$ cat config.mk
export PLATFORM = sky130hd
export DESIGN_NAME = tmb_timer
export DESIGN_NICKNAME = d
export VERILOG_FILES = /design/src/rtl/tmb_pkg.sv /design/src/rtl/tmb_timer.sv /design/src/rtl/tmb_clkdiv.sv /design/src/rtl/tmb_edge.sv
export SDC_FILE = /design/constraint.sdc
export NUM_CORES = 1
export LEC_CHECK = 0
export ABC_AREA = 1
export BUFFER_PORTS_ARGS = -buffer_cell sky130_fd_sc_hd__buf_2
export CAP_MARGIN = 20
export CORE_UTILIZATION = 48
export CTS_CLUSTER_DIAMETER = 150
export DETAILED_ROUTE_END_ITERATION = 8
export GPL_ROUTABILITY_DRIVEN = 0
export PLACE_DENSITY_LB_ADDON = 0.3
export SETUP_SLACK_MARGIN = 0.15
export SLEW_MARGIN = 20
export SYNTH_ARGS = -nofsm -noshare
export SYNTH_HDL_FRONTEND = slang
export SYNTH_HIERARCHICAL = 1
export SYNTH_SLANG_ARGS = --single-unit
$ cat constraint.sdc
create_clock -name pclk -period 2.2 [get_ports pclk]
set_input_delay 0.22 -clock pclk [delete_from_list [all_inputs] [get_ports pclk]]
set_output_delay 0.22 -clock pclk [all_outputs]
set_load 0.05 [all_outputs]
$ cat src/rtl/tmb_pkg.sv
// constants for the buffered-access 16-bit timer: register map, control fields, reset values
// assumes an apb slave with 32-bit data, one register per aligned word
//
// How it works
// - wide mode maps the high-byte address onto a buffer register
// - wide mode low-byte read copies counter upper byte into buffer
// - wide mode high write fills buffer; low write loads buffer plus byte
// - wide mode gives no direct path to the counter upper byte
// - wide mode high write leaves prescaler alone; low write clears it
// - read-modify-write of low byte does not refresh buffer, writes it back
// - narrow mode async reads return clean synchronised byte values
// - crystal oscillator can clock counter; enable bit turns it on
// - sleep never stops the crystal oscillator
// - async mode counts in sleep, sets overflow flag, wakes if enabled
// - compare trigger with mode 1011 resets counter to zero
// - trigger reset never sets the overflow flag
// - a processor write beats a coincident trigger reset
// - with trigger reset the period is set by special_trigger; the compare pair is only stored, never compared
// - trigger may also start an analog conversion
// - counter wraps ffff to 0000, sets overflow flag, interrupt if enabled
// - clock source clear uses instruction clock, sync select ignored
// - sync mode stops counting in sleep while prescaler keeps counting
package tmb_pkg;
   localparam logic [11:0] ADDR_LOW     = 12'h000;
   localparam logic [11:0] ADDR_HIGH    = 12'h004;
   localparam logic [11:0] ADDR_CTRL    = 12'h008;
   localparam logic [11:0] ADDR_STAT    = 12'h00c;
   localparam logic [11:0] ADDR_CMP     = 12'h010;
   localparam logic [11:0] ADDR_CMPMODE = 12'h014;
   // control bit positions
   localparam int CTRL_ON    = 0;
   localparam int CTRL_CS    = 1;
   localparam int CTRL_SYNCN = 2;
   localparam int CTRL_OSCEN = 3;
   localparam int CTRL_PS_LO = 4;
   localparam int CTRL_WIDE  = 7;
   localparam int CTRL_RMW   = 8;
   localparam int CTRL_IE    = 9;
   localparam int CTRL_ADEN  = 10;
   localparam logic [10:0] CTRL_RESET = 11'h000;
   localparam logic [3:0]  CMP_MODE_SPECIAL = 4'hb;
   localparam logic [3:0]  CMP_MODE_RESET   = 4'h0;
   localparam logic [15:0] CMP_RESET        = 16'hffff;
   localparam int INSTR_DIV = 4;
endpackage

$ cat src/rtl/tmb_timer.sv
// 16-bit timer with buffered byte access behind an apb slave
// assumes an apb master, a crystal oscillator macro driven by osc_enable,
// and external count inputs that are plain levels
`timescale 1ns/1ps
module tmb_timer
   import tmb_pkg::*;
(
   input  wire logic        pclk,
   input  wire logic        presetn,
   input  wire logic        psel,
   input  wire logic        penable,
   input  wire logic        pwrite,
   input  wire logic [11:0] paddr,
   input  wire logic [31:0] pwdata,
   output logic      [31:0] prdata,
   output logic             pready,
   output logic             pslverr,
   input  wire logic        ext_clk_in,
   input  wire logic        osc_clk_in,
   input  wire logic        sleep,
   input  wire logic        special_trigger,
   output logic             osc_enable,
   output logic             overflow_flag,
   output logic             irq,
   output logic             wake,
   output logic             conv_start
);
   typedef struct packed {
      logic [15:0] count;
      logic [7:0]  hbuf;
      logic [2:0]  presc;
      logic [10:0] ctrl;
      logic [15:0] cmp;
      logic [3:0]  cmp_mode;
      logic        ovf;
      logic        conv;
   } tmb_state_t;
   tmb_state_t st, next_st;

   logic instr_tick;
   logic ext_rise;
   logic osc_rise;

   tmb_clkdiv u_div (
      .pclk    (pclk),
      .presetn (presetn),
      .tick    (instr_tick)
   );
   tmb_edge u_ext (
      .pclk    (pclk),
      .presetn (presetn),
      .din     (ext_clk_in),
      .rise    (ext_rise)
   );
   tmb_edge u_osc (
      .pclk    (pclk),
      .presetn (presetn),
      .din     (osc_clk_in),
      .rise    (osc_rise)
   );

   // prescaler terminal count for the 1:1 .. 1:8 ratios
   function automatic logic [2:0] ps_last(input logic [1:0] ps);
      case (ps)
         2'b00:   ps_last = 3'h0;
         2'b01:   ps_last = 3'h1;
         2'b10:   ps_last = 3'h3;
         default: ps_last = 3'h7;
      endcase
   endfunction

   logic        acc;
   logic        wr;
   logic        rd;
   logic        wide;
   logic        src_edge;
   logic        async_mode;
   logic        can_inc;
   logic        presc_done;
   logic        trig_reset;

   assign acc        = psel & penable;
   assign wr         = acc & pwrite;
   assign rd         = acc & ~pwrite;
   assign wide       = st.ctrl[CTRL_WIDE];
   assign async_mode = st.ctrl[CTRL_CS] & st.ctrl[CTRL_SYNCN];
   // source select: instruction clock ignores sync select
   // crystal output chosen when the oscillator is on
   assign src_edge   = !st.ctrl[CTRL_CS] ? instr_tick
                     : (st.ctrl[CTRL_OSCEN] ? osc_rise : ext_rise);
   assign presc_done = (st.presc == ps_last(st.ctrl[CTRL_PS_LO +: 2]));
   // sync mode halts in sleep, async keeps going
   assign can_inc    = st.ctrl[CTRL_ON] & src_edge & presc_done
                     & (!sleep | async_mode);
   // trigger only in special-event compare mode
   // not gated by clock mode: keeping it out of async counting is left to software
   assign trig_reset = special_trigger & (st.cmp_mode == CMP_MODE_SPECIAL);

   // all updates of st in one place
   always_comb begin
      next_st      = st;
      next_st.conv = 1'b0;
      // prescaler runs on source edges even while asleep
      if (st.ctrl[CTRL_ON] & src_edge) begin
         next_st.presc = presc_done ? 3'h0 : st.presc + 3'h1;
      end
      // counting with wrap and overflow
      if (can_inc) begin
         next_st.count = st.count + 16'h0001;
         if (st.count == 16'hffff) begin
            next_st.ovf = 1'b1;
         end
      end
      // period reset from the compare unit, no flag raised
      if (trig_reset) begin
         next_st.count = 16'h0000;
         next_st.ovf   = st.ovf | (can_inc & (st.count == 16'hffff));
         next_st.conv  = st.ctrl[CTRL_ADEN];
      end
      // register writes; placed last so a write beats the trigger
      if (wr) begin
         unique case (paddr)
            ADDR_LOW: begin
               next_st.count[7:0] = pwdata[7:0];
               next_st.presc      = 3'h0;
               if (wide) begin
                  next_st.count[15:8] = st.hbuf;
               end else begin
                  next_st.count[15:8] = st.count[15:8]; // upper byte kept
               end
            end
            ADDR_HIGH: begin
               if (wide) begin
                  next_st.hbuf = pwdata[7:0]; // buffer only
               end else begin
                  next_st.count[15:8] = pwdata[7:0];
                  next_st.presc       = 3'h0;
               end
            end
            ADDR_CTRL:    next_st.ctrl     = pwdata[10:0];
            ADDR_STAT:    next_st.ovf      = st.ovf & ~pwdata[0] | (next_st.ovf & ~st.ovf);
            ADDR_CMP:     next_st.cmp      = pwdata[15:0];
            ADDR_CMPMODE: next_st.cmp_mode = pwdata[3:0];
            default: ;
         endcase
      end
      // reads: wide-mode low-byte read snapshots upper byte unless rmw
      if (rd && paddr == ADDR_LOW && wide && !st.ctrl[CTRL_RMW]) begin
         next_st.hbuf = st.count[15:8];
      end
   end

   always_ff @(posedge pclk or negedge presetn) begin
      if (!presetn) begin
         st          <= '0;
         st.ctrl     <= CTRL_RESET;
         st.cmp      <= CMP_RESET;
         st.cmp_mode <= CMP_MODE_RESET;
      end else begin
         st <= next_st;
      end
   end

   // read data is combinational from live state so it is valid in the access cycle
   always_comb begin
      prdata = 32'h0000_0000;
      if (rd) begin
         unique case (paddr)
            ADDR_LOW:     prdata = {24'h000000, st.count[7:0]};
            ADDR_HIGH:    prdata = {24'h000000, wide ? st.hbuf : st.count[15:8]};
            ADDR_CTRL:    prdata = {21'h000000, st.ctrl};
            ADDR_STAT:    prdata = {31'h00000000, st.ovf};
            ADDR_CMP:     prdata = {16'h0000, st.cmp};
            ADDR_CMPMODE: prdata = {28'h0000000, st.cmp_mode};
            default:      prdata = 32'h0000_0000;
         endcase
      end
   end

   // zero wait states; unmapped addresses answer with an error
   assign pready        = 1'b1;
   assign pslverr       = acc & (paddr > ADDR_CMPMODE | paddr[1:0] != 2'b00);
   // oscillator enable ignores sleep
   assign osc_enable    = st.ctrl[CTRL_OSCEN];
   assign overflow_flag = st.ovf;
   assign irq           = st.ovf & st.ctrl[CTRL_IE];
   assign wake          = irq & sleep;
   assign conv_start    = st.conv;

   // helper: counter value one cycle back
   logic [15:0] prev_count;
   always_ff @(posedge pclk or negedge presetn) begin
      if (!presetn) begin
         prev_count <= 16'h0000;
      end else begin
         prev_count <= st.count;
      end
   end

   a_wide_hwrite: assert property (@(posedge pclk) disable iff (!presetn)
      wr && wide && paddr == ADDR_HIGH && !trig_reset && !can_inc
      |=> st.count[15:8] == $past(st.count[15:8]) && st.hbuf == $past(pwdata[7:0]))
      else $error("high write in wide mode touched counter");
   a_wide_lowwr: assert property (@(posedge pclk) disable iff (!presetn)
      wr && wide && paddr == ADDR_LOW |=> st.count == {$past(st.hbuf), $past(pwdata[7:0])})
      else $error("low write did not load buffer and byte");
   a_snap_read: assert property (@(posedge pclk) disable iff (!presetn)
      rd && wide && paddr == ADDR_LOW && !st.ctrl[CTRL_RMW] |=> st.hbuf == $past(st.count[15:8]))
      else $error("low read missed snapshot");
   a_rmw_keep: assert property (@(posedge pclk) disable iff (!presetn)
      rd && wide && paddr == ADDR_LOW && st.ctrl[CTRL_RMW] && !wr |=> $stable(st.hbuf))
      else $error("rmw read refreshed buffer");
   a_hw_presc: assert property (@(posedge pclk) disable iff (!presetn)
      wr && paddr == ADDR_LOW |=> st.presc == 3'h0)
      else $error("low write did not clear prescaler");
   a_trig_zero: assert property (@(posedge pclk) disable iff (!presetn)
      trig_reset && !wr |=> st.count == 16'h0000)
      else $error("trigger did not clear counter");
   a_trig_noflag: assert property (@(posedge pclk) disable iff (!presetn)
      trig_reset && !wr && !st.ovf && !(can_inc && st.count == 16'hffff) |=> !st.ovf)
      else $error("trigger raised overflow");
   a_wrap_flag: assert property (@(posedge pclk) disable iff (!presetn)
      can_inc && st.count == 16'hffff && !trig_reset && !wr |=> st.ovf && st.count == 16'h0000)
      else $error("wrap did not set overflow");
   a_sync_sleep: assert property (@(posedge pclk) disable iff (!presetn)
      sleep && !async_mode && !wr && !trig_reset |=> st.count == prev_count)
      else $error("counter moved in sleep without async mode");
   a_wr_wins: assert property (@(posedge pclk) disable iff (!presetn)
      trig_reset && wr && paddr == ADDR_LOW && !wide |=> st.count[7:0] == $past(pwdata[7:0]))
      else $error("trigger beat a write");

   // byte paths with the wide mode off and on
   a_narrow_hwrite: assert property (@(posedge pclk) disable iff (!presetn)
      wr && !wide && paddr == ADDR_HIGH |=> st.count[15:8] == $past(pwdata[7:0]))
      else $error("narrow high write missed counter");
   a_narrow_hread: assert property (@(posedge pclk) disable iff (!presetn)
      rd && !wide && paddr == ADDR_HIGH |-> prdata[7:0] == st.count[15:8])
      else $error("narrow high read not live");
   a_narrow_lowrd: assert property (@(posedge pclk) disable iff (!presetn)
      rd && !wide && paddr == ADDR_LOW |=> $stable(st.hbuf))
      else $error("narrow low read touched buffer");
   a_wide_hread: assert property (@(posedge pclk) disable iff (!presetn)
      rd && wide && paddr == ADDR_HIGH |-> prdata[7:0] == st.hbuf)
      else $error("wide high read bypassed buffer");
   a_hwr_presc: assert property (@(posedge pclk) disable iff (!presetn)
      wr && wide && paddr == ADDR_HIGH && !(st.ctrl[CTRL_ON] && src_edge)
      |=> $stable(st.presc))
      else $error("buffer write moved prescaler");

   // clock sources, sleep and overflow
   a_osc_sleep: assert property (@(posedge pclk) disable iff (!presetn)
      st.ctrl[CTRL_OSCEN] && sleep && !wr |=> osc_enable)
      else $error("sleep stopped crystal oscillator");
   a_async_sleep: assert property (@(posedge pclk) disable iff (!presetn)
      sleep && async_mode && st.ctrl[CTRL_ON] && src_edge && presc_done && !wr && !trig_reset
      |=> st.count == $past(st.count) + 16'h0001)
      else $error("async count stalled in sleep");
   a_wrap_irq: assert property (@(posedge pclk) disable iff (!presetn)
      can_inc && st.count == 16'hffff && st.ctrl[CTRL_IE] && !wr |=> irq)
      else $error("wrap with enable raised no interrupt");
   a_instr_hold: assert property (@(posedge pclk) disable iff (!presetn)
      !st.ctrl[CTRL_CS] && !instr_tick && !wr && !trig_reset |=> $stable(st.count))
      else $error("timer mode moved without instruction tick");
   a_osc_src: assert property (@(posedge pclk) disable iff (!presetn)
      st.ctrl[CTRL_ON] && st.ctrl[CTRL_CS] && st.ctrl[CTRL_OSCEN] && !osc_rise
      && !wr && !trig_reset |=> $stable(st.count) && $stable(st.presc))
      else $error("crystal mode moved without crystal edge");

   // conversion start follows the trigger reset and nothing else
   a_trig_conv: assert property (@(posedge pclk) disable iff (!presetn)
      trig_reset && st.ctrl[CTRL_ADEN] |=> conv_start)
      else $error("trigger started no conversion");
   a_conv_quiet: assert property (@(posedge pclk) disable iff (!presetn)
      !(trig_reset && st.ctrl[CTRL_ADEN]) |=> !conv_start)
      else $error("conversion start without trigger");

   // cycles since the last instruction tick; a lost tick would slow timer mode
   logic [7:0] tick_gap;
   always_ff @(posedge pclk or negedge presetn) begin
      if (!presetn) begin
         tick_gap <= 8'h00;
      end else begin
         tick_gap <= instr_tick ? 8'h00 : tick_gap + 8'h01;
      end
   end
   a_tick_gap: assert property (@(posedge pclk) disable iff (!presetn)
      tick_gap <= 8'(INSTR_DIV))
      else $error("instruction tick missing");

   c_wrap:  cover property (@(posedge pclk) can_inc && st.count == 16'hffff);
   c_trig:  cover property (@(posedge pclk) trig_reset);
   c_wide:  cover property (@(posedge pclk) rd && wide && paddr == ADDR_LOW);
   c_sleep: cover property (@(posedge pclk) sleep && async_mode && can_inc);
   c_rmw:   cover property (@(posedge pclk) rd && wide && paddr == ADDR_LOW && st.ctrl[CTRL_RMW]);
endmodule

$ cat src/rtl/tmb_clkdiv.sv
// instruction-clock enable: one pulse every INSTR_DIV cycles of pclk
// assumes pclk stands for the oscillator rate
`timescale 1ns/1ps
module tmb_clkdiv
   import tmb_pkg::*;
#(
   parameter int DIV = INSTR_DIV
) (
   input  wire logic pclk,
   input  wire logic presetn,
   output logic      tick
);
   typedef struct packed {
      logic [7:0] cnt;
      logic       tick;
   } tmb_div_t;
   tmb_div_t st, next_st;

   // free running divide by DIV
   always_comb begin
      next_st = st;
      next_st.tick = 1'b0;
      if (st.cnt == 8'(DIV - 1)) begin
         next_st.cnt  = 8'h00;
         next_st.tick = 1'b1;
      end else begin
         next_st.cnt = st.cnt + 8'h01;
      end
   end

   always_ff @(posedge pclk or negedge presetn) begin
      if (!presetn) begin
         st <= '0;
      end else begin
         st <= next_st;
      end
   end
   assign tick = st.tick;
endmodule

$ cat src/rtl/tmb_edge.sv
// two-flop synchroniser and rising-edge pulse for an external count input
// assumes the input is a level that may change at any time
`timescale 1ns/1ps
module tmb_edge (
   input  wire logic pclk,
   input  wire logic presetn,
   input  wire logic din,
   output logic      rise
);
   typedef struct packed {
      logic s1;
      logic s2;
      logic s3;
   } tmb_edge_t;
   tmb_edge_t st, next_st;

   // s1 feeds only s2; edge taken between s2 and s3
   always_comb begin
      next_st    = st;
      next_st.s1 = din;
      next_st.s2 = st.s1;
      next_st.s3 = st.s2;
   end

   always_ff @(posedge pclk or negedge presetn) begin
      if (!presetn) begin
         st <= '0;
      end else begin
         st <= next_st;
      end
   end
   assign rise = st.s2 & ~st.s3;
endmodule

==> impl_metrics.json, run 1 <==
{
  "unrepaired_setup_endpoints_after_global_routing": "yes",
  "fin_cells": 833,
  "placement_rows": 35,
  "synthesis_to_finish_area_growth_pct": 16.4,
  "worst_ep_arrival_time_ns": 1.80,
  "fillerInstances": 883,
  "tritoncts": "built",
  "multi_input_comb_area_sq_um": 2370,
  "nets": 755,
  "final_period_minus_worst_setup_slack_ns": 2.02,
  "globalRoute.totalOverflow": 0,
  "io_buffer_count": 58,
  "floorplan.io_pins": 92,
  "avgSynthCellArea_sq_um": 7.42,
  "cts_num_sinks": 75,
  "netlist_instances": 627,
  "max_ir_drop_vdd_mv": 0.704,
  "detailed_place_hpwl_mm": 8.88,
  "first_global_vias": 4179,
  "floorplan.initialDensity_pct": 49.9,
  "switching_share_pct": 27.2,
  "chipHeight_um": 100,
  "run_status": "finished clean",
  "seq_area_frac_synth_pct": 40.8,
  "clock_insertion_delay_worst_skew_ns": 0.36,
  "critical_path_cell_by_cell": "buf_12 > o21ai_2 > inv_1 > o2111a_1 > nor2_1 > buf_4",
  "layout_setup_ws_ns": 0.179,
  "core_area_sq_um": 9330,
  "synth.area.top_cells": "sky130_fd_sc_hd__dfrtp_1 (32%), sky130_fd_sc_hd__nand2_1 (14%), sky130_fd_sc_hd__dfstp_2 (9.0%), sky130_fd_sc_hd__nor2_1 (5.6%), sky130_fd_sc_hd__nand3_1 (5.4%)",
  "die_width_um": 100,
  "power.share.clock_pct": 40.5,
  "max_capacitance_violation_total": 0,
  "seq_area_sq_um": 1900,
  "post-place-cells": 806,
  "reg2reg_slack_ns": 0.25,
  "timing.setup.tns_ns": 0,
  "routedLengthMet1_mm": 5.19,
  "grt_use_total_pct": 25.5,
  "pwr-share-comb_pct": 7.9,
  "yosysTopAreaCellShare_pct": 31.7,
  "synth_flop_cell": "sky130_fd_sc_hd__dfrtp_1",
  "finClkSkew_ns": 0.0138,
  "timing.rr.start": "st[29]",
  "clock_tree_root_driver_cell": "sky130_fd_sc_hd__clkbuf_8",
  "worstSetupPathType": "flop to output port",
  "synth.yosys.warnings": 6,
  "cpMaxStageDelayCell": "sky130_fd_sc_hd__dfrtp_2",
  "critical_path.max_stage_delay_ns": 0.45,
  "setup.worst_path.start": "st[29]",
  "setup_viol": 0,
  "number_of_iterations_in_the_first_detailed_routing_pass": 5,
  "num_antenna_cells": 0,
  "asyncSetResetFlopFracSynth_pct": 100,
  "ys_top_cells_by_count": "sky130_fd_sc_hd__nand2_1 (173), sky130_fd_sc_hd__nor2_1 (70), sky130_fd_sc_hd__inv_1 (61), sky130_fd_sc_hd__dfrtp_1 (59), sky130_fd_sc_hd__nand3_1 (50)",
  "synth_most_common_cell": "sky130_fd_sc_hd__nand2_1",
  "grt_first_pass_wirelength_mm": 19.5,
  "netlist-cell-type-count": 43,
  "total_leakage_power_nw": 2.69,
  "vias": 4435,
  "switching_power_uw": 733,
  "worstReg2RegEnd": "st[43]",
  "worstSetupEndpointType": "output port",
  "worst_r2r_path_depth": 7,
  "path_clk_slew_ns": 0.09,
  "timing_max_transition_violations_final": 0,
  "worstHoldPathType": "input port to flop",
  "route.top_layer_used": "met4",
  "synth-seq-cells": 75,
  "drt-vias-per-instance": 5.32,
  "fmaxAchievable_mhz": 495,
  "route.detailed.drc": 0,
  "dp_slack_ns": 0.187,
  "internal-power_mw": 1.96,
  "layout_worst_path_cycle_share_pct": 91.9,
  "critPathRequiredTime_ns": 1.98,
  "wl_met2_mm": 5.88,
  "number_of_buffers_inserted_during_clock_tree_synthesis": 9,
  "fraction_of_final_layout_cells_with_drive_strength_greater_than_1_pct": 22.9,
  "synthesis.area_sq_um": 4650,
  "cts_max_level": 3,
  "yosys.area.top_type": "sky130_fd_sc_hd__dfrtp_1",
  "dieArea_sq_um": 10100,
  "final_core_utilization_pct": 58.0,
  "endpoint": "prdata[4]",
  "finalHoldViolCount": 0,
  "cp_max_fo": 22,
  "sequentialPowerShare_pct": 51.6,
  "setup.worst_path.start_class": "flop",
  "grt_max_degree": 56,
  "powerDensity_nw_per_um2": 498,
  "grt_antenna_before_repair": 0,
  "wirelength_mm": 12.5,
  "wire_per_inst_um": 15.0,
  "drt_first_iter_violations": 348,
  "clock_tree.buffer_depth": 2,
  "drtAntennaViolNets": 0,
  "met3WireLength_um": 927,
  "number_of_flops_mapped_to_enable_cells_by_yosys": 0
}
-- flip-flops by register name (all words and copies together), names as in the netlist --
| register | cells |
|---|---|
| st | 57 |
| u_div/st | 8 |
| u_ext/next_st | 2 |
| u_osc/next_st | 2 |
| conv_start | 1 |
| osc_enable | 1 |
| overflow_flag | 1 |
| u_div/tick | 1 |
| u_ext/st | 1 |
| u_osc/st | 1 |
-- critical path: cells and delay by family, from the launching register on --
family,cells,cell delay (ns)
compound gates,2,0.47
flops,1,0.45
simple gates,1,0.09
buf+inv,3,0.43
-- power by group through the flow --
stage	registers [mW]	logic, mW	clock network [mW]
finish	1.39	0.213	1.09
global route	1.39	0.232	1.16
CTS	1.39	0.212	1.10
detailed placement	1.42	0.207	0
global placement	1.42	0.205	0
floorplan	1.42	0.142	0
-- what timing repair did --
item,CTS,global route
endpoints found under the setup margin,8,17
hold endpoints to repair,22,0
pin swaps,0,7
resized for setup,11,35
setup buffers,0,8
hold buffers,3,0
-- worst min-delay path by stage --
stage,cells after the start,startpoint,endpoint,slack [ns]
after floorplan,0,presetn,conv_start,-0.08
after global placement,1,presetn,st[44],0.14
after detailed placement,1,presetn,st[44],0.14
after CTS,2,pwdata[15],st[21],0.07
after global routing,2,pwdata[11],st[17],0.08
final,2,pwdata[15],st[21],0.07
-- per-layer routing --
layer	vias up	GRT usage (%)
met2	217	41.3
li1	2131	-
met1	2052	31.8
met3	35	5.43
met5	-	0
met4	0	14.6
-- cells in the final DEF (no fill, tap or decap), types with 4 or more instances in the layout --
| cell type | Yosys | routed |
|---|---|---|
| sky130_fd_sc_hd__dfrtp_1 | 59 | 58 |
| sky130_fd_sc_hd__nand2_1 | 173 | 172 |
| sky130_fd_sc_hd__o21ai_2 | 3 | 8 |
| sky130_fd_sc_hd__inv_2 | 7 | 5 |
| sky130_fd_sc_hd__o21ai_1 | 41 | 43 |
| sky130_fd_sc_hd__nand2_4 | 6 | 6 |
| sky130_fd_sc_hd__nand3_1 | 50 | 50 |
| sky130_fd_sc_hd__nand4_1 | 10 | 10 |
| sky130_fd_sc_hd__dfstp_2 | 16 | 16 |
| sky130_fd_sc_hd__xor2_1 | 4 | 4 |
| sky130_fd_sc_hd__buf_2 | 6 | 48 |
| sky130_fd_sc_hd__nand2_2 | 7 | 8 |
| sky130_fd_sc_hd__inv_1 | 61 | 60 |
| sky130_fd_sc_hd__clkbuf_8 | 0 | 9 |
| sky130_fd_sc_hd__nor2_1 | 70 | 70 |
| sky130_fd_sc_hd__nor2_4 | 4 | 5 |
| sky130_fd_sc_hd__mux2_1 | 5 | 5 |
| sky130_fd_sc_hd__o21ai_0 | 26 | 18 |
| sky130_fd_sc_hd__buf_4 | 18 | 19 |
| sky130_fd_sc_hd__clkinvlp_4 | 0 | 4 |
| sky130_fd_sc_hd__nor3_1 | 6 | 5 |
| sky130_fd_sc_hd__a21oi_1 | 16 | 16 |
| sky130_fd_sc_hd__conb_1 | 2 | 17 |
-- kinds of logic (layout without fill, tap and decap cells) --
family | after synthesis | in the layout | share of synthesized area [%]
fa+ha+maj | 3 | 3 | 0.807
simple gates | 337 | 337 | 33.0
flops | 75 | 75 | 40.8
compound gates | 98 | 98 | 12.0
other cells | 2 | 17 | 0.161
xor+xnor | 6 | 6 | 1.29
mux | 5 | 5 | 1.21
buf+inv | 101 | 163 | 10.8
-- metrics by stage --
stage / power [mW] / instance area (sq um) / hold WS [ns]
detailed placement: 1.63 / 5000 / 0.137
CTS: 2.71 / 5240 / 0.0662
finish: 2.70 / 5410 / 0.0728
floorplan: 1.56 / 4710 / -0.0756
global route: 2.78 / 5410 / 0.0786
global placement: 1.62 / 5000 / 0.136
-- area by class of cell --
type | instances | share of cell area (%)
Multi-Input combinational cell | 466 | 43.8
Sequential cell | 75 | 35.1
Timing Repair Buffer | 77 | 9.27
Inverter | 70 | 5.11
Tap cell | 129 | 2.98
Clock buffer | 9 | 2.29
Clock inverter | 7 | 1.46
(Power assumes the default switching activity.)
==> run 2: changes to the inputs <==
- MAX_ROUTING_LAYER: unset -> met4
==> run 2 against run 1 <==
Net effect:
- critical path depth did not move
- routed wire length fell by 0.14%
- sequential share of layout area barely moved
- non-clock buffer count fell by 1
- clock skew fell by 0.0015 ns
- critical path type unchanged
- critical endpoint unchanged
==> impl_metrics.json, run 2 (synthesis results as in run 1) <==
{
  "run_status": "finished clean",
  "clock_insertion_delay_worst_skew_ns": 0.36,
  "number_of_iterations_in_the_first_detailed_routing_pass": 5,
  "layout_cell_area_excl_fill_sq_um": 5410,
  "layout.cells.most_common_list": "sky130_fd_sc_hd__nand2_1 (172), sky130_fd_sc_hd__nor2_1 (70), sky130_fd_sc_hd__inv_1 (60), sky130_fd_sc_hd__dfrtp_1 (58), sky130_fd_sc_hd__nand3_1 (50)",
  "unrepaired_setup_endpoints_after_global_routing": "yes",
  "routedLengthMet1_mm": 5.12,
  "floorplan.io_pins": 92,
  "wire_per_inst_um": 15.0,
  "mostFrequentLayoutCell": "sky130_fd_sc_hd__nand2_1",
  "core_area_sq_um": 9330,
  "fin_cells": 832,
  "timing.rr.start": "st[29]",
  "nets": 754,
  "grt_max_degree": 56,
  "grt_first_pass_wirelength_mm": 19.6,
  "finClkSkew_ns": 0.0123,
  "largest_registers": "st (57), u_div/st (8)",
  "timing.setup.tns_ns": 0,
  "detailed_place.area_sq_um": 5000,
  "dieArea_sq_um": 10100,
  "worst_ep_arrival_time_ns": 1.80,
  "wirelength_mm": 12.4,
  "clock_tree.buffer_depth": 2,
  "cp_max_fo": 22,
  "grt_antenna_before_repair": 0,
  "worstSetupEndpointType": "output port",
  "clock_tree_root_driver_cell": "sky130_fd_sc_hd__clkbuf_8",
  "chipHeight_um": 100,
  "drt_first_iter_violations": 429,
  "fmaxAchievable_mhz": 494,
  "setup_viol": 0,
  "detailed_place_hpwl_mm": 8.88,
  "final_period_minus_worst_setup_slack_ns": 2.02,
  "timing_max_transition_violations_final": 0,
  "vias": 4453,
  "io_buffer_count": 58,
  "floorplan.initialDensity_pct": 49.9,
  "total_leakage_power_nw": 2.69,
  "cts_num_sinks": 75,
  "globalRoute.totalOverflow": 0,
  "path_clk_slew_ns": 0.09,
  "worstHoldPathType": "input port to flop",
  "p_total_mw": 2.70,
  "max_ir_drop_vdd_mv": 0.707,
  "max_capacitance_violation_total": 0,
  "largest_reg_flops": 57,
  "post-place-cells": 806,
  "worstHoldPathCells": 2,
  "placement_rows": 35,
  "tritoncts": "built",
  "route.top_layer_used": "met4",
  "worstSetupPathType": "flop to output port",
  "fraction_of_final_layout_cells_with_drive_strength_greater_than_1_pct": 22.8,
  "finalHoldViolCount": 0,
  "reg2reg_slack_ns": 0.25,
  "drtAntennaViolNets": 0,
  "cts_max_level": 3,
  "worst_r2r_path_depth": 7,
  "critPathRequiredTime_ns": 1.98,
  "powerDensity_nw_per_um2": 500,
  "first_global_vias": 4173,
  "wl_met2_mm": 5.85,
  "setup.worst_path.start_class": "flop",
  "worst_hold_path.endpoint": "st[21]",
  "met3WireLength_um": 994,
  "layout_worst_path_cycle_share_pct": 92.0,
  "final.hold.worst_slack_ns": 0.0712,
  "hold_path_startpoint": "pwdata[15]",
  "synthesis_to_finish_area_growth_pct": 16.2,
  "die_width_um": 100,
  "grt_use_total_pct": 26.4,
  "drt-vias-per-instance": 5.35,
  "max_flop_register": "st",
  "route.detailed.drc": 0,
  "number_of_buffers_inserted_during_clock_tree_synthesis": 9,
  "worstReg2RegEnd": "st[43]",
  "num_antenna_cells": 0
}
## run 2: power breakdown
group | switching, mW | leakage, nW | internal (mW)
registers | 0.00506 | 0.897 | 1.39
clock network | 0.571 | 0.0916 | 0.529
logic | 0.165 | 1.70 | 0.0473
total | 0.741 | 2.69 | 1.96
## run 2: layout make-up
type	count	area, sq um
Inverter	70	277
Multi-Input combinational cell	466	2370
Clock inverter	7	78.8
Fill cell	883	3920
Clock buffer	9	124
Timing Repair Buffer	76	494
Tap cell	129	161
Sequential cell	75	1900
## run 2: layer usage
metal	vias to the layer above	global-route usage [%]
li1	2124	-
met1	2083	32.1
met2	212	41.4
met3	34	5.15
met4	0	14.6
met5	-	-
## run 2: through the flow
step	util, %	setup slack [ns]
floorplan	-	0.178
global placement	53.6	0.234
detailed placement	53.6	0.187
CTS	56.2	0.0438
global route	57.9	0.0824
finish	57.9	0.175
## run 2: how the worst max path moves through the flow
stage / from / to / slack (ns) / cells past startpoint
3_3_place_gp: paddr[1] / prdata[9] / 0.23 / 8
2_1_floorplan: paddr[1] / prdata[4] / 0.18 / 6
4_1_cts: st[29] / prdata[6] / 0.04 / 7
6_report: st[29] / prdata[4] / 0.18 / 6
3_5_place_dp: paddr[1] / prdata[5] / 0.19 / 11
5_1_grt: st[29] / st[43] / 0.08 / 8
## run 2: repair_timing
item | in CTS | in global routing
hold buffers | 3 | 0
hold endpoints to repair | 22 | 0
setup endpoints to repair | 8 | 17
buffers inserted | 0 | 7
pin swaps | 0 | 8
resized for setup | 11 | 36
## run 2: worst max-delay path: stages (launching register included)
cell	delay, ns
sky130_fd_sc_hd__dfrtp_2	0.45
sky130_fd_sc_hd__buf_12	0.17
sky130_fd_sc_hd__o21ai_2	0.21
sky130_fd_sc_hd__inv_1	0.06
sky130_fd_sc_hd__o2111a_1	0.26
sky130_fd_sc_hd__nor2_1	0.09
sky130_fd_sc_hd__buf_4	0.20
